$ cat src/hw/aam_defs.svh
/*
  constants for the accumulator / multiplier datapath: widths, saturation values,
  shift codes. assumes nothing; definitions only.
*/
`ifndef AAM_DEFS_SVH
`define AAM_DEFS_SVH
`define AAM_ACC_RST 32'h0000_0000
`define AAM_PROD_RST 32'h0000_0000
`define AAM_OPND_RST 16'h0000
`define AAM_SAT_POS 32'h7fff_ffff
`define AAM_SAT_NEG 32'h8000_0000
`define AAM_IMM_W 13
`define AAM_OSH_0 2'h0
`define AAM_OSH_1 2'h1
`define AAM_OSH_4 2'h2
`define AAM_ST_OVF_BIT 12
`define AAM_ST_SAT_BIT 11
`endif

$ cat src/hw/aam_pkg.sv
/*
  types for the accumulator / multiplier datapath.
  assumes the decoder drives one aam_op_e code per cycle.
*/
package aam_pkg;
  typedef enum logic [4:0] {
    AAM_NOP = 5'h00,
    AAM_LOAD = 5'h01,
    AAM_ADD = 5'h02,
    AAM_SUB = 5'h03,
    AAM_XOR = 5'h04,
    AAM_AND = 5'h05,
    AAM_OR = 5'h06,
    AAM_SET_SAT = 5'h07,
    AAM_CLR_SAT = 5'h08,
    AAM_LOAD_OPND = 5'h09,
    AAM_LOAD_OPND_ACC = 5'h0a,
    AAM_LOAD_OPND_MOVE = 5'h0b,
    AAM_MULT = 5'h0c,
    AAM_MULT_IMM = 5'h0d,
    AAM_PROD_TO_ACC = 5'h0e,
    AAM_ADD_PROD = 5'h0f,
    AAM_SUB_PROD = 5'h10,
    AAM_BR_OVF = 5'h11,
    AAM_LOAD_STATUS = 5'h12
  } aam_op_e;
  typedef enum logic [1:0] {
    AAM_ST_NONE = 2'h0,
    AAM_ST_HIGH = 2'h1,
    AAM_ST_LOW = 2'h2,
    AAM_ST_STATUS = 2'h3
  } aam_store_e;
  typedef struct packed {
    aam_op_e op;
    logic [4:0] in_shift;
    logic [12:0] imm;
    logic [15:0] data;
  } aam_cmd_s;
  typedef struct packed {
    aam_store_e sel;
    logic [1:0] out_shift;
  } aam_store_s;
  typedef struct packed {
    logic lt_zero;
    logic le_zero;
    logic ge_zero;
    logic gt_zero;
    logic ne_zero;
    logic eq_zero;
    logic overflow;
  } aam_cond_s;
endpackage

$ cat src/hw/aam_datapath.sv
/*
  accumulator, alu, saturation, overflow flag, branch conditions, plus the
  multiplier and output shifter. assumes the decoder presents one operation per
  cycle and a store request alongside; all ops complete in one cycle.
*/
`timescale 1ns/1ns
`include "aam_defs.svh"
module aam_datapath (
  input wire logic i_clock,
  input wire logic i_rst_n,
  input wire aam_pkg::aam_cmd_s i_cmd,
  input wire aam_pkg::aam_store_s i_store,
  output logic [31:0] o_acc,
  output logic [31:0] o_product,
  output aam_pkg::aam_cond_s o_cond,
  output logic o_saturation_enable,
  output logic o_branch_on_overflow_taken,
  output logic o_int_hold,
  output logic [15:0] o_wdata,
  output logic o_wvalid
);
  import aam_pkg::*;

  logic [31:0] acc_ff;
  logic [31:0] nxt_acc;
  logic sat_ff;
  logic ovf_ff;
  logic hold_ff;
  logic [31:0] shifted_in;
  logic [31:0] operand_b;
  logic [31:0] sum;
  logic is_sub;
  logic is_arith;
  logic ovf_now;
  logic [15:0] status_word;
  logic [15:0] t_word;
  logic ld_opnd;

  // overflow when operand signs agree and result sign differs
  function automatic logic signed_ovf(input logic [31:0] a, input logic [31:0] b,
                                      input logic [31:0] s);
    signed_ovf = (a[31] == b[31]) && (s[31] != a[31]);
  endfunction

  // arithmetic left shift of a 16-bit word into 32 bits
  function automatic logic [31:0] scale_in(input logic [15:0] d, input logic [4:0] sh);
    logic [31:0] ext;
    ext = {{16{d[15]}}, d};
    scale_in = ext << sh;
  endfunction

  assign ld_opnd = i_cmd.op == AAM_LOAD_OPND || i_cmd.op == AAM_LOAD_OPND_ACC
                   || i_cmd.op == AAM_LOAD_OPND_MOVE;

  aam_multiplier u_mult (
    .i_clock(i_clock),
    .i_rst_n(i_rst_n),
    .i_load_opnd(ld_opnd),
    .i_mult(i_cmd.op == AAM_MULT),
    .i_mult_imm(i_cmd.op == AAM_MULT_IMM),
    .i_data(i_cmd.data),
    .i_imm(i_cmd.imm),
    .o_product(o_product),
    .o_operand(t_word)
  );

  // shift amounts above 16 clamp to 16
  assign shifted_in = scale_in(i_cmd.data, (i_cmd.in_shift > 5'h10) ? 5'h10
                                            : i_cmd.in_shift);

  // load-operand-accumulate adds the product as it reloads the operand
  always_comb begin
    if (i_cmd.op == AAM_ADD_PROD || i_cmd.op == AAM_SUB_PROD
        || i_cmd.op == AAM_PROD_TO_ACC || i_cmd.op == AAM_LOAD_OPND_ACC
        || i_cmd.op == AAM_LOAD_OPND_MOVE) begin
      operand_b = o_product;
    end else begin
      operand_b = shifted_in;
    end
  end

  assign is_sub = i_cmd.op == AAM_SUB || i_cmd.op == AAM_SUB_PROD;
  assign is_arith = i_cmd.op == AAM_ADD || i_cmd.op == AAM_SUB || i_cmd.op == AAM_ADD_PROD
                    || i_cmd.op == AAM_SUB_PROD || i_cmd.op == AAM_LOAD_OPND_ACC
                    || i_cmd.op == AAM_LOAD_OPND_MOVE;
  // subtraction checked as addition of the negated operand
  assign sum = is_sub ? acc_ff - operand_b : acc_ff + operand_b;
  assign ovf_now = is_arith && signed_ovf(acc_ff, is_sub ? ~operand_b + 32'h1 : operand_b,
                                          sum);

  always_comb begin
    nxt_acc = acc_ff;
    case (i_cmd.op)
      AAM_LOAD: nxt_acc = shifted_in;
      AAM_PROD_TO_ACC: nxt_acc = o_product;
      AAM_XOR: nxt_acc = {acc_ff[31:16] ^ 16'h0000, acc_ff[15:0] ^ i_cmd.data};
      AAM_AND: nxt_acc = {acc_ff[31:16] & 16'h0000, acc_ff[15:0] & i_cmd.data};
      AAM_OR: nxt_acc = {acc_ff[31:16] | 16'h0000, acc_ff[15:0] | i_cmd.data};
      AAM_ADD, AAM_SUB, AAM_ADD_PROD, AAM_SUB_PROD, AAM_LOAD_OPND_ACC,
      AAM_LOAD_OPND_MOVE: begin
        if (ovf_now && sat_ff) begin
          nxt_acc = acc_ff[31] ? `AAM_SAT_NEG : `AAM_SAT_POS;
        end else begin
          nxt_acc = sum;
        end
      end
      default: nxt_acc = acc_ff;
    endcase
  end

  always_ff @(posedge i_clock) begin
    if (!i_rst_n) begin
      acc_ff <= `AAM_ACC_RST;
    end else begin
      acc_ff <= nxt_acc;
    end
  end

  always_ff @(posedge i_clock) begin
    if (!i_rst_n) begin
      sat_ff <= 1'b0;
    end else if (i_cmd.op == AAM_SET_SAT) begin
      sat_ff <= 1'b1;
    end else if (i_cmd.op == AAM_CLR_SAT) begin
      sat_ff <= 1'b0;
    end else if (i_cmd.op == AAM_LOAD_STATUS) begin
      sat_ff <= i_cmd.data[`AAM_ST_SAT_BIT];
    end
  end

  // branch and status load are never arithmetic, so no set/clear collision
  always_ff @(posedge i_clock) begin
    if (!i_rst_n) begin
      ovf_ff <= 1'b0;
    end else if (ovf_now) begin
      ovf_ff <= 1'b1;
    end else if (i_cmd.op == AAM_BR_OVF) begin
      ovf_ff <= 1'b0;
    end else if (i_cmd.op == AAM_LOAD_STATUS) begin
      ovf_ff <= i_cmd.data[`AAM_ST_OVF_BIT];
    end
  end

  // covers the cycle of the following instruction
  always_ff @(posedge i_clock) begin
    if (!i_rst_n) begin
      hold_ff <= 1'b0;
    end else begin
      hold_ff <= i_cmd.op == AAM_MULT || i_cmd.op == AAM_MULT_IMM;
    end
  end

  always_comb begin
    status_word = 16'h0000;
    status_word[`AAM_ST_OVF_BIT] = ovf_ff;
    status_word[`AAM_ST_SAT_BIT] = sat_ff;
  end

  aam_out_shifter u_osh (
    .i_clock(i_clock),
    .i_rst_n(i_rst_n),
    .i_store(i_store),
    .i_acc(acc_ff),
    .i_status(status_word),
    .o_wdata(o_wdata),
    .o_wvalid(o_wvalid)
  );

  assign o_acc = acc_ff;
  assign o_saturation_enable = sat_ff;
  assign o_branch_on_overflow_taken = i_cmd.op == AAM_BR_OVF && ovf_ff;
  assign o_int_hold = hold_ff || i_cmd.op == AAM_MULT || i_cmd.op == AAM_MULT_IMM;
  assign o_cond.lt_zero = acc_ff[31];
  assign o_cond.le_zero = acc_ff[31] || acc_ff == 32'h0;
  assign o_cond.ge_zero = !acc_ff[31];
  assign o_cond.gt_zero = !acc_ff[31] && acc_ff != 32'h0;
  assign o_cond.ne_zero = acc_ff != 32'h0;
  assign o_cond.eq_zero = acc_ff == 32'h0;
  assign o_cond.overflow = ovf_ff;

  property p_logic_high_zero;
    @(posedge i_clock) disable iff (!i_rst_n)
    (i_cmd.op == AAM_AND) |=> o_acc[31:16] == 16'h0000;
  endproperty
  a_logic_high_zero: assert property (p_logic_high_zero) else $error("and high not zero");

  property p_sat_pos;
    @(posedge i_clock) disable iff (!i_rst_n)
    (ovf_now && sat_ff && !acc_ff[31]) |=> o_acc == 32'h7fff_ffff;
  endproperty
  a_sat_pos: assert property (p_sat_pos) else $error("positive saturation wrong");

  property p_wrap;
    @(posedge i_clock) disable iff (!i_rst_n)
    (is_arith && !sat_ff) |=> o_acc == $past(sum);
  endproperty
  a_wrap: assert property (p_wrap) else $error("wrapped result wrong");

  property p_ovf_set;
    @(posedge i_clock) disable iff (!i_rst_n)
    ovf_now |=> o_cond.overflow;
  endproperty
  a_ovf_set: assert property (p_ovf_set) else $error("overflow flag not set");

  property p_ovf_sticky;
    @(posedge i_clock) disable iff (!i_rst_n)
    (ovf_ff && i_cmd.op != AAM_BR_OVF && i_cmd.op != AAM_LOAD_STATUS) |=> ovf_ff;
  endproperty
  a_ovf_sticky: assert property (p_ovf_sticky) else $error("overflow flag lost");

  property p_sat_ctl;
    @(posedge i_clock) disable iff (!i_rst_n)
    i_cmd.op == AAM_SET_SAT |=> o_saturation_enable;
  endproperty
  a_sat_ctl: assert property (p_sat_ctl) else $error("saturation not enabled");

  property p_hold;
    @(posedge i_clock) disable iff (!i_rst_n)
    i_cmd.op == AAM_MULT |-> o_int_hold ##1 o_int_hold;
  endproperty
  a_hold: assert property (p_hold) else $error("interrupt hold short");

  property p_pac;
    @(posedge i_clock) disable iff (!i_rst_n)
    i_cmd.op == AAM_PROD_TO_ACC |=> o_acc == $past(o_product);
  endproperty
  a_pac: assert property (p_pac) else $error("product load wrong");

  // shift codes above 16 must behave as 16
  property p_load_top;
    @(posedge i_clock) disable iff (!i_rst_n)
    (i_cmd.op == AAM_LOAD && i_cmd.in_shift >= 5'h10)
      |=> o_acc == {$past(i_cmd.data), 16'h0000};
  endproperty
  a_load_top: assert property (p_load_top) else $error("load shift 16 wrong");

  property p_sat_neg;
    @(posedge i_clock) disable iff (!i_rst_n)
    (ovf_now && sat_ff && acc_ff[31]) |=> o_acc == 32'h8000_0000;
  endproperty
  a_sat_neg: assert property (p_sat_neg) else $error("negative saturation wrong");

  property p_br_clear;
    @(posedge i_clock) disable iff (!i_rst_n)
    i_cmd.op == AAM_BR_OVF |=> !o_cond.overflow;
  endproperty
  a_br_clear: assert property (p_br_clear) else $error("branch left flag set");

  property p_status_load;
    @(posedge i_clock) disable iff (!i_rst_n)
    i_cmd.op == AAM_LOAD_STATUS |=> o_cond.overflow == $past(i_cmd.data[`AAM_ST_OVF_BIT])
      && o_saturation_enable == $past(i_cmd.data[`AAM_ST_SAT_BIT]);
  endproperty
  a_status_load: assert property (p_status_load) else $error("status load wrong");

  property p_sat_clr;
    @(posedge i_clock) disable iff (!i_rst_n)
    i_cmd.op == AAM_CLR_SAT |=> !o_saturation_enable;
  endproperty
  a_sat_clr: assert property (p_sat_clr) else $error("saturation not cleared");

  property p_store_keeps;
    @(posedge i_clock) disable iff (!i_rst_n)
    (i_store.sel != AAM_ST_NONE && i_cmd.op == AAM_NOP) |=> $stable(o_acc);
  endproperty
  a_store_keeps: assert property (p_store_keeps) else $error("store changed acc");

  property p_cond_consistent;
    @(posedge i_clock) disable iff (!i_rst_n)
    o_cond.le_zero == (o_cond.lt_zero || o_cond.eq_zero) && o_cond.gt_zero == !o_cond.le_zero
      && o_cond.ge_zero == !o_cond.lt_zero && o_cond.ne_zero == !o_cond.eq_zero;
  endproperty
  a_cond_consistent: assert property (p_cond_consistent) else $error("conditions clash");

  property p_logic_no_ovf;
    @(posedge i_clock) disable iff (!i_rst_n)
    (i_cmd.op inside {AAM_XOR, AAM_AND, AAM_OR} && !ovf_ff) |=> !ovf_ff;
  endproperty
  a_logic_no_ovf: assert property (p_logic_no_ovf) else $error("logic op overflowed");

  property p_opnd_acc;
    @(posedge i_clock) disable iff (!i_rst_n)
    (i_cmd.op == AAM_LOAD_OPND_ACC && !ovf_now)
      |=> t_word == $past(i_cmd.data) && o_acc == $past(acc_ff + o_product);
  endproperty
  a_opnd_acc: assert property (p_opnd_acc) else $error("operand-accumulate wrong");

  property p_sub_ovf;
    @(posedge i_clock) disable iff (!i_rst_n)
    (i_cmd.op == AAM_SUB && acc_ff[31] != shifted_in[31] && sum[31] != acc_ff[31])
      |=> o_cond.overflow;
  endproperty
  a_sub_ovf: assert property (p_sub_ovf) else $error("subtract overflow missed");
endmodule

$ cat src/hw/aam_multiplier.sv
/*
  signed 16x16 multiplier with operand and product registers.
  assumes decoder strobes are one-cycle and mutually exclusive.
*/
`timescale 1ns/1ns
`include "aam_defs.svh"
module aam_multiplier (
  input wire logic i_clock,
  input wire logic i_rst_n,
  input wire logic i_load_opnd,
  input wire logic i_mult,
  input wire logic i_mult_imm,
  input wire logic [15:0] i_data,
  input wire logic [12:0] i_imm,
  output logic [31:0] o_product,
  output logic [15:0] o_operand
);
  logic [15:0] opnd_ff;
  logic [31:0] prod_ff;
  logic signed [15:0] second;

  // immediate right-justified, sign-extended
  assign second = i_mult_imm ? {{3{i_imm[12]}}, i_imm} : i_data;

  always_ff @(posedge i_clock) begin
    if (!i_rst_n) begin
      opnd_ff <= `AAM_OPND_RST;
    end else if (i_load_opnd) begin
      opnd_ff <= i_data;
    end
  end

  // 31 product bits sign-extended; only 8000h squared sets bit 30 apart from bit 31
  function automatic logic [31:0] mul_ext(input logic [15:0] a, input logic [15:0] b);
    logic [31:0] full;
    full = $signed(a) * $signed(b);
    mul_ext = {full[30], full[30:0]};
  endfunction

  // 8000h*8000h lands on c0000000h with no special case
  always_ff @(posedge i_clock) begin
    if (!i_rst_n) begin
      prod_ff <= `AAM_PROD_RST;
    end else if (i_mult || i_mult_imm) begin
      prod_ff <= mul_ext(opnd_ff, second);
    end
  end

  assign o_product = prod_ff;
  assign o_operand = opnd_ff;

  property p_prod_one_cycle;
    @(posedge i_clock) disable iff (!i_rst_n)
    i_mult |=> o_product == mul_ext($past(opnd_ff), $past(i_data));
  endproperty
  a_prod_one_cycle: assert property (p_prod_one_cycle) else $error("product wrong");

  property p_imm_ext;
    @(posedge i_clock) disable iff (!i_rst_n)
    i_mult_imm |=> o_product ==
      mul_ext($past(opnd_ff), {{3{$past(i_imm[12])}}, $past(i_imm)});
  endproperty
  a_imm_ext: assert property (p_imm_ext) else $error("immediate product wrong");

  property p_opnd_load;
    @(posedge i_clock) disable iff (!i_rst_n)
    i_load_opnd |=> o_operand == $past(i_data);
  endproperty
  a_opnd_load: assert property (p_opnd_load) else $error("operand not loaded");

  property p_min_sq;
    @(posedge i_clock) disable iff (!i_rst_n)
    (i_mult && opnd_ff == 16'h8000 && i_data == 16'h8000) |=> o_product == 32'hc000_0000;
  endproperty
  a_min_sq: assert property (p_min_sq) else $error("min square wrong");
endmodule

$ cat src/hw/aam_out_shifter.sv
/*
  accumulator output shifter and store-word selection, registered.
  assumes status word bits supplied by the caller.
*/
`timescale 1ns/1ns
`include "aam_defs.svh"
module aam_out_shifter (
  input wire logic i_clock,
  input wire logic i_rst_n,
  input wire aam_pkg::aam_store_s i_store,
  input wire logic [31:0] i_acc,
  input wire logic [15:0] i_status,
  output logic [15:0] o_wdata,
  output logic o_wvalid
);
  import aam_pkg::*;
  logic [31:0] shifted;
  logic [15:0] wdata_ff;
  logic wvalid_ff;

  // top bits lost, low bits come from lower word
  always_comb begin
    if (i_store.out_shift == `AAM_OSH_1) begin
      shifted = {i_acc[30:0], 1'b0};
    end else if (i_store.out_shift == `AAM_OSH_4) begin
      shifted = {i_acc[27:0], 4'h0};
    end else begin
      shifted = i_acc;
    end
  end

  always_ff @(posedge i_clock) begin
    if (!i_rst_n) begin
      wdata_ff <= 16'h0000;
      wvalid_ff <= 1'b0;
    end else begin
      wvalid_ff <= i_store.sel != AAM_ST_NONE;
      case (i_store.sel)
        AAM_ST_HIGH: wdata_ff <= shifted[31:16];
        AAM_ST_LOW: wdata_ff <= i_acc[15:0];
        AAM_ST_STATUS: wdata_ff <= i_status;
        default: wdata_ff <= wdata_ff;
      endcase
    end
  end

  assign o_wdata = wdata_ff;
  assign o_wvalid = wvalid_ff;

  property p_high_shift4;
    @(posedge i_clock) disable iff (!i_rst_n)
    (i_store.sel == AAM_ST_HIGH && i_store.out_shift == `AAM_OSH_4)
      |=> o_wvalid && o_wdata == $past(i_acc[27:12]);
  endproperty
  a_high_shift4: assert property (p_high_shift4) else $error("high store shift wrong");

  property p_low;
    @(posedge i_clock) disable iff (!i_rst_n)
    i_store.sel == AAM_ST_LOW |=> o_wdata == $past(i_acc[15:0]);
  endproperty
  a_low: assert property (p_low) else $error("low store wrong");
endmodule

$ cat config.mk
export PLATFORM = sky130hd
export DESIGN_NAME = aam_datapath
export DESIGN_NICKNAME = d
export VERILOG_FILES = /design/src/hw/aam_pkg.sv /design/src/hw/aam_datapath.sv /design/src/hw/aam_multiplier.sv /design/src/hw/aam_out_shifter.sv
export VERILOG_INCLUDE_DIRS = /design/src /design/src/hw
export SDC_FILE = /design/constraint.sdc
export NUM_CORES = 1
export LEC_CHECK = 0
export BUFFER_PORTS_ARGS = -buffer_cell sky130_fd_sc_hd__clkbuf_2
export CAP_MARGIN = 10
export CORE_UTILIZATION = 58
export CTS_CLUSTER_SIZE = 14
export DETAILED_ROUTE_END_ITERATION = 8
export GPL_TIMING_DRIVEN = 0
export PLACE_DENSITY = 0.77
export SYNTH_ARGS = -nofsm -noshare
export SYNTH_HDL_FRONTEND = slang
export SYNTH_SLANG_ARGS = --single-unit
$ cat constraint.sdc
create_clock -name i_clock -period 8.65 [get_ports i_clock]
set_input_delay 0.4325 -clock i_clock [delete_from_list [all_inputs] [get_ports i_clock]]
set_output_delay 0.4325 -clock i_clock [all_outputs]
set_load 0.01 [all_outputs]
# After elaboration in Yosys (flattened, before gate mapping)
# Cells that the tools add are included.
# Widths: inputs -> output; s select.
[totals]
regBits = 99
output_inout_bits = 91
input_bits = 45
[classes]
n_lt_le_gt_ge = 1
n_shift = 1
muxes = 17
n_bitwise = 6
addsub = 3
reduce_logical = 32
eq_ne = 25
multipliers = 1
[ops]
columns = ["cell", "n"]
rows = [
  ["$mux 32", 7],
  ["$pmux 32 s6", 1],
  ["$pmux 16 s3", 1],
  ["$eq 5x4->1 const B", 8],
  ["$add 32x1->32 const B", 1],
  ["$add 32x32->32", 1],
  ["$logic_not 32->1", 1],
  ["$not 32->32", 1],
  ["$reduce_bool 32->1", 1],
  ["$shl 32x5->32", 1],
  ["$sub 32x32->32", 1],
  ["$mul 16x16->31", 1],
  ["$eq 5x3->1 const B", 4],
  ["$and 16x16->16", 1],
  ["$logic_or 1x1->1", 16],
  ["$mux 16", 1],
  ["$or 16x16->16", 1],
  ["$xor 16x16->16", 1],
  ["$eq 5x5->1 const B", 3],
  ["$eq 5x2->1 const B", 2],
  ["$reduce_bool 3->1", 3],
  ["$eq 2x2->1 const B", 3],
  ["$mux 1", 6],
  ["$reduce_bool 6->1", 1],
  ["other kinds (13)", 19],
]

# Longest topological paths before layout
# Gate-level depths: netlist (run 1).
[logic_depth]
depth_word = 15
mapped_depth = 33
depth_no_buf = 30

# Modules after synthesis
# Synthesis (run 1) repeated with hierarchy kept, for this count alone.
[unflattened]
cells_unflattened = 2471
hier_area_um2 = 20223.1
[by_module_without_submodules]
columns = ["mod", "cells_per_inst", "instances", "area_per_inst_um2"]
rows = [
  ["aam_multiplier", 1288, 1, 11626.2],
  ["aam_datapath", 1046, 1, 7250.7],
  ["aam_out_shifter", 137, 1, 1346.3],
]

# Worst setup path after synthesis (run 1)
# Ideal clock, no wire load.
[synth_timing]
path_type = "in2reg"
start = "input i_cmd[34] (netlist name)"
end = "register u_mult.prod_ff[28], in the netlist u_mult.o_product[28]"
stages = 32
arrival_time_ns = 7.952
path_slack_ns = 0.628
required_ns = 8.580
setup_time_ns = 0.070
n_path_buf = 4
cell_sequence = "clkbuf_1 clkinv_1 nor4_1 clkbuf_1 clkbuf_1 nand2_1 o21ai_1 clkbuf_1 nand2_1 fa_1 inv_1 fa_1 inv_1 fa_1 inv_1 fa_1 inv_1 fa_1 inv_1 fa_1 ha_1 or3_1 a21oi_1 o21ai_0 a41oi_1 a21oi_1 a41oi_1 a21oi_1 a21oi_1 xnor2_1 nand2_1 a21oi_1"
[synth_between]
elab_chain_cells = 3
[synth_rtl]
columns = ["item", "line_no", "source"]
rows = [
  ["start, declared", "aam_datapath.sv:11", "input wire aam_pkg::aam_cmd_s i_cmd,"],
  ["$eq 5x4->1", "aam_datapath.sv:60", ".i_mult_imm(i_cmd.op == AAM_MULT_IMM),"],
  ["$mux 16", "aam_multiplier.sv:23", "assign second = i_mult_imm ? {{3{i_imm[12]}}, i_imm} : i_data;"],
  ["$mul 16x16->31", "aam_multiplier.sv:36", "full = $signed(a) * $signed(b);"],
  ["end signal, assigned", "aam_multiplier.sv:43", "prod_ff <= `AAM_PROD_RST;"],
  ["end signal, assigned", "aam_multiplier.sv:45", "prod_ff <= mul_ext(opnd_ff, second);"],
  ["end, declared", "aam_multiplier.sv:19", "logic [31:0] prod_ff;"],
]
# Several ways; a longest one is shown, not always the timed one.
# A chain may end at the register's enable or synchronous reset.

# Worst setup path in the final report (run 1)
[layout_timing]
start = "input i_cmd[38] (netlist name)"
end = "register, netlist name u_mult.o_product[30]"
[layout_between]
elab_chain_cells = 3
[layout_rtl]
columns = ["item", "line_no"]
rows = [
  ["$eq 5x4->1", "aam_datapath.sv:60"],
  ["$mux 16", "aam_multiplier.sv:23"],
  ["$mul 16x16->31", "aam_multiplier.sv:36"],
]
# Several ways; a longest one is shown, not always the timed one.

==> key figures, run 1 <==
Critical path
  – Delay contributed by the slowest stage of the critical path: ~560 ps
  – R2r startpoint: u_mult.o_operand[12]
  – Critical Path Fanout Max: 11
  – Most Frequent Cell on Critical Path: fa_1
  – Register-to-register setup slack: roughly 1400 ps
  – Class of the most critical setup path: primary input to flop
  – Crit path capture: u_mult.o_product[30]
  – CP max stage cell: fa_1
  – CP Launch Point: i_cmd[38]
  – Worst Setup Start Kind: primary input
  – Worst EP required: roughly 8900 ps
  – Worst R2R End: u_mult.o_product[30]
  – Worst endpoint data arrival time: around 8500 ps
  – R2R depth: 26
  – Capturing element type of the critical path: flop

GRT
  – Via count of the first global-routing pass: 19.3k
  – Global-route wire length before repair: 115000 um
  – Residual overflow from global routing: 0
  – Initial antenna violation count: 4
  – Overall global routing resource usage: between 40% and 50%
  – Pin count of the biggest net entering global routing: 20

Run status
  – Run status: finished clean

Finish
  – Nets@finish: 3025
  – Share of post-route cells with drive strength above 1: 10.5%
  – Post-synthesis to final-layout area growth: 8.20%
  – Util after Layout: approximately 64%
  – Non-Filler Instances: approximately 3k
  – Area of all placed cells without fillers: ~21000 um^2
  – Fillers: 3007

Synthesis
  – Portion of the post-synthesis area used by sequential elements: between 10% and 20%
  – Netlist area before placement: 19800 um^2
  – Netlist cell types: between 90 and 100
  – Async set-or-reset flop fraction in the synthesized netlist: 0%
  – Number of synthesized flops with an enable pin: 0
  – Count of yosys warnings during synthesis: 0
  – Gate count after technology mapping: around 2.4k
  – Flip-flop and latch count after synthesis: between 90 and 100
  – Dominant synthesized flop cell: dfxtp_1
  – Most area-hungry cell type in the Yosys netlist: fa_1
  – Most repeated cell in the gate-level netlist after synthesis: inv_1
  – Largest cells by area after synthesis: fa_1 26%, dfxtp_1 10%, ha_1 9.0%
  – Top cell types by occurrence after synthesis: 327 x inv_1, 305 x nand2_1, 257 x fa_1
  – Net count of the mapped netlist: a little under 3k
  – Post-synth top area share: 26.0%
  – Syn_area_per_cell: approximately 8.1 um^2

Floorplanning
  – Starting density of the core: between 50% and 60%
  – Area of the core region: about 34000 um^2
  – Count of standard-cell rows: 67
  – Die W: about 190 um
  – Vertical die dimension: ~190 um
  – Die ar.: approximately 35000 um^2
  – I/O pin total: approximately 140

Timing
  – Pins over their slew limit: 0
  – Setup repair after global routing missed its margin: no
  – Total Neg Setup Slack: 0 ps
  – Period utilisation layout: between 90% and 100%
  – Slew HR: approximately 4.8%
  – PnR worst setup slack: about 380 ps
  – Max Fclk: 0.121 GHz
  – Number of endpoints failing setup at the final stage: 0
  – Post-Route Skew: roughly 14 ps
  – Pin slew with the least headroom to its limit: ~1400 ps
  – Final hold violation count: 0
  – Tmin final: between 8000 and 9000 ps

Routing
  – Iteration-0 DRC Markers: between 2k and 2.5k
  – Residual DRC: 0
  – Antenna-violating nets left: 0
  – Routed Wire Length: between 70000 and 80000 um
  – First drt pass iteration count: 8
  – Number of vias after detailed routing: ~20k
  – Via-to-Cell Ratio: between 6 and 7
  – Post-DR wirelength/cell: 25.1 um

Placement
  – Post-placement cell count: 3015
  – Pre-CTS worst setup slack: -1160 ps
  – Port Buffer Count: around 130
  – HPWL reported at the end of detailed placement: 61500 um
  – Weighted congestion at the end of routability-driven global placement: between 1 and 1.5
  – Post-place instance area: 21000 um^2

Run
  – Number of max-cap violations: 0

Clock network
  – H-tree depth: 3
  – Buffer cell driving the clock tree root: clkbuf_16
  – Clock tree from TritonCTS: built
  – Clock latency reported for the late side of the worst-skew pair: roughly 380 ps
  – CTS Buf Count: 9
  – TritonCTS Sinks: 99
  – Maximum buffer depth of the clock tree: 2
  – CTS clock-pin slew for the worst setup and hold paths: 80 ps

Power
  – Largest vdd supply drop: about 0.089 mV
  – Power Density: around 110 nW/um^2
  – Leakage: 9.34 nW

Min path
  – Hold WC Path Type: primary input to flop
-- worst max-delay path: cells and delay by family --
| kind | cells | cell delay (ps) |
|---|---|---|
| buffers and inverters | 10 | 1710 |
| xor gates and xnor gates | 1 | 140 |
| and+or+nand+nor | 4 | 470 |
| adders and majority gates | 7 | 3310 |
| AOI/OAI and AO/OA | 10 | 2440 |
-- cell type report --
| class | instances | area [um^2] | share of cell area [%] |
|---|---|---|---|
| antenna | 3 | 7.51 | 0.0351 |
| buffer | 143 | 647 | 3.02 |
| clock buffer | 9 | 225 | 1.05 |
| clock inverter | 7 | 71.3 | 0.333 |
| inverter | 329 | 1240 | 5.79 |
| multi-input combinational | 1866 | 16000 | 74.8 |
| sequential | 99 | 1980 | 9.26 |
| tap | 448 | 561 | 2.62 |
| timing repair buffer | 132 | 668 | 3.12 |
-- repair_timing --
item	in CTS	in global routing
gates resized for setup	18	15
endpoints found under the setup margin	10	3
hold buffers	0	0
buffers inserted	0	2
-- power by group --
part	internal (W)	total [W]	switching [W]
registers	0.000480	0.000563	0.0000829
logic	0.000532	0.00136	0.000824
clock network	0.000204	0.000418	0.000215
total	0.00122	0.00234	0.00112
-- through the flow --
stage,total power (W),hold slack [ps]
after floorplan,0.00148,498
after global placement,0.00184,559
after detailed placement,0.00188,568
after CTS,0.00229,567
after global routing,0.00248,577
final,0.00234,558
-- flip-flops by register name, indices dropped and copies added, names as in the netlist --
name                 flops
u_osh.o_wvalid           1
hold_ff                  1
o_acc                   32
o_saturation_enable      1
u_osh.o_wdata           16
u_mult.o_product        31
u_mult.o_operand        16
ovf_ff                   1
-- per-layer routing --
| metal | track usage [%] | wire length [um] | vias up |
|---|---|---|---|
| met3 | 10.2 | 8160 | 316 |
| met4 | 27.0 | 5460 | 4 |
| met2 | 69.6 | 34100 | 1236 |
| met5 | 0 | 28 | - |
| li1 | - | - | 8464 |
| met1 | 54.1 | 28400 | 9456 |
-- worst min path at each step --
| stage | startpoint | end | slack [ps] | cells after the start |
|---|---|---|---|---|
| 2_1_floorplan | u_mult.o_product[19] | u_mult.o_product[19] | 500 | 2 |
| 3_3_place_gp | o_acc[29] | o_acc[29] | 560 | 2 |
| 3_5_place_dp | u_mult.o_product[3] | u_mult.o_product[3] | 570 | 2 |
| 4_1_cts | i_store[2] | u_osh.o_wdata[6] | 570 | 4 |
| 5_1_grt | i_store[2] | u_osh.o_wdata[7] | 580 | 4 |
| 6_report | i_store[2] | u_osh.o_wdata[7] | 560 | 4 |
-- kinds of logic (layout without fill, tap and decap cells) --
group | count (synthesis) | after routing | share of synthesized area (%)
AO/OA/AOI/OAI | 543 | 543 | 19.1
XOR/XNOR | 96 | 96 | 4.25
adder cells (fa/ha/maj) | 400 | 400 | 35.0
buffers and inverters | 473 | 620 | 9.46
flip-flops | 99 | 99 | 10.0
multiplexers | 58 | 58 | 3.47
other | 0 | 3 | 0
AND/OR/NAND/NOR | 769 | 769 | 18.7
-- cells in the final DEF, fill, tap and decap left out, drive strengths merged, types with 9 or more instances in the layout --
cell / Yosys / routed
or3: 13 / 13
a22oi: 13 / 13
o22ai: 9 / 9
buf: 40 / 42
mux2i: 46 / 46
a22o: 16 / 16
a21o: 26 / 26
ha: 143 / 143
o21a: 17 / 17
and2: 48 / 48
o22a: 17 / 17
nor2b: 77 / 77
nand3: 28 / 28
fa: 257 / 257
nand2: 306 / 306
clkbuf: 104 / 242
o211ai: 15 / 15
dfxtp: 99 / 99
inv: 327 / 330
a21oi: 154 / 154
a31oi: 17 / 17
a221oi: 21 / 21
xnor2: 67 / 67
nor2: 155 / 155
nand2b: 25 / 25
nor3: 31 / 31
nand4: 12 / 12
xor2: 29 / 29
o21ai: 92 / 92
a211oi: 32 / 32
nor4: 17 / 17
o21bai: 9 / 9
or2: 19 / 19
o31ai: 21 / 21
Note: power is estimated with default switching activity, not from simulation.
==> run 2: changes to the inputs <==
Settings changed: PLACE_DENSITY 0.77 to 0.84.
==> key figures, run 2 (synthesis gave the netlist of run 1 again) <==
Floorplanning
  – Vertical die dimension: 187 um
  – Count of standard-cell rows: 67
  – Die ar.: 34900 um^2
  – Starting density of the core: between 50% and 60%
  – Area of the core region: between 30000 and 40000 um^2
  – Die W: 187 um
  – I/O pin total: 136

Routing
  – Post-DR wirelength/cell: between 20 and 30 um
  – Via-to-Cell Ratio: approximately 6.5
  – Routed Wire Length: 76000 um
  – Iteration-0 DRC Markers: 2316
  – First drt pass iteration count: 9
  – Antenna-violating nets left: 0
  – Number of vias after detailed routing: 19.8k
  – Residual DRC: 0

Timing
  – Slew HR: ~9%
  – PnR worst setup slack: 289 ps
  – Post-Route Skew: between 15 and 20 ps
  – Max Fclk: approximately 0.12 GHz
  – Tmin final: ~8400 ps
  – Pin slew with the least headroom to its limit: 1360 ps
  – Period utilisation layout: a little over nine tenths
  – Number of endpoints failing setup at the final stage: 0
  – Hold_ws: 553 ps
  – Pins over their slew limit: 0
  – Final hold violation count: 0

Critical path
  – Class of the most critical setup path: primary input to flop
  – CP delay by family, top: adder cells
  – CP max stage cell: mux2i_2
  – Worst EP required: approximately 8900 ps
  – Crit path capture: u_mult.o_product[30]
  – Register-to-register setup slack: 1330 ps
  – CP Launch Point: i_cmd[34]
  – Worst R2R End: u_mult.o_product[30]
  – Crit. path cell count: 27
  – Capturing element type of the critical path: flop
  – R2r startpoint: u_mult.o_operand[15]
  – Sum of buffers and inverters on the critical path: 6
  – Most Frequent Cell on Critical Path: fa_1
  – Critical Path Fanout Max: 11
  – R2R depth: 23
  – Worst endpoint data arrival time: between 8000 and 9000 ps
  – Delay contributed by the slowest stage of the critical path: 570 ps
  – Worst Setup Start Kind: primary input

Clock network
  – CTS Hold Buffers Added: 0
  – H-tree depth: 3
  – Clock latency reported for the late side of the worst-skew pair: roughly 370 ps
  – Clock tree from TritonCTS: built
  – CTS Buf Count: 9
  – Buffer cell driving the clock tree root: clkbuf_16
  – Maximum buffer depth of the clock tree: 2
  – TritonCTS Sinks: 99
  – CTS clock-pin slew for the worst setup and hold paths: 80 ps

Min path
  – Hold WC Path Type: flop to flop

Placement
  – Port Buffer Count: around 130
  – Pre-CTS worst setup slack: -1170 ps
  – Weighted congestion at the end of routability-driven global placement: between 1 and 1.5
  – HPWL reported at the end of detailed placement: 61300 um

Power
  – Leakage: around 9.3 nW
  – Largest vdd supply drop: 0.0831 mV
  – Power Density: roughly 110 nW/um^2
  – Power after layout: 0.00237 W

GRT
  – Residual overflow from global routing: 0
  – Global-route wire length before repair: between 100000 and 150000 um
  – Via count of the first global-routing pass: 19.6k
  – Pin count of the biggest net entering global routing: 19
  – Initial antenna violation count: 4
  – Overall global routing resource usage: 43.7%

Finish
  – Nets@finish: 3025
  – Highest-count cells in the layout ignoring fill and taps: 327 x inv_1, 305 x nand2_1, 257 x fa_1
  – Most common library cell in the layout ignoring fill and taps: inv_1
  – Flip-flop count of the largest register after layout: 32
  – Share of post-route cells with drive strength above 1: a little over a tenth
  – Post-synthesis to final-layout area growth: 8.10%

Run
  – Number of max-cap violations: 0

Run status
  – Run status: finished clean
==> run 2: stage by stage <==
stage	instance area (um^2)	cells	TNS [ps]	util, %
3_5_place_dp	21000	3015	-8220	62.6
5_1_grt	21400	3035	-1.08	63.8
2_1_floorplan	19800	2438	0	-
6_report	21400	3036	0	63.8
3_3_place_gp	21000	3014	-9980	62.6
4_1_cts	21300	3030	0	63.6
==> run 2: how the worst min path moves through the flow <==
stage,start,to,slack [ps],depth (start not counted)
6_report,u_mult.o_product[28],u_mult.o_product[28],550,2
5_1_grt,u_mult.o_product[28],u_mult.o_product[28],600,2
4_1_cts,u_mult.o_product[28],u_mult.o_product[28],540,2
3_5_place_dp,u_mult.o_product[28],u_mult.o_product[28],530,2
3_3_place_gp,u_mult.o_product[28],u_mult.o_product[28],520,2
2_1_floorplan,u_mult.o_product[19],u_mult.o_product[19],500,2
==> run 2: metal layers <==
layer / track usage, % / vias up / share of wire, %
met3: 10.5 / 378 / 13
met1: 54.9 / 9553 / 36
li1: - / 8447 / -
met5: 0 / - / 0
met2: 68.1 / 1444 / 44
met4: 27.0 / 0 / 7.5
==> run 2: report_power, final <==
| group | total, W | internal, W | switching (W) |
|---|---|---|---|
| combinational | 0.00140 | 0.000544 | 0.000852 |
| clock | 0.000412 | 0.000201 | 0.000211 |
| sequential | 0.000560 | 0.000480 | 0.0000798 |
| total | 0.00237 | 0.00123 | 0.00114 |
==> run 2: repair_timing <==
action / 4_1_cts / 5_1_grt
gates cloned: 0 / 0
gates resized for setup: 18 / 8
buffers inserted: 0 / 2
setup endpoints to repair: 8 / 4
==> run 2: cell type report <==
type / instances / area (um^2)
Sequential cell: 99 / 1980
Tap cell: 448 / 561
Timing Repair Buffer: 132 / 671
Fill cell: 2906 / 12100
Buffer: 143 / 643
Inverter: 329 / 1240
Antenna cell: 4 / 10.0
Clock inverter: 6 / 60.1
Clock buffer: 9 / 225
Multi-Input combinational cell: 1866 / 16000
==> run 2: worst reg2reg max path, stage by stage, from the launching register on <==
cell and delay (ps):
dfxtp_1 640, clkbuf_1 520, nand2_1 190, inv_1 170, fa_1 510, inv_1 180
fa_1 460, fa_1 500, fa_1 510, fa_1 500, inv_1 50, fa_1 470
ha_1 340, and3_1 230, and3_1 190, a211o_1 250, a41oi_1 320, a21oi_2 150
a41oi_1 340, a21oi_1 150, nand4_1 110, nand2_1 60, xnor2_1 220, a211oi_1 100
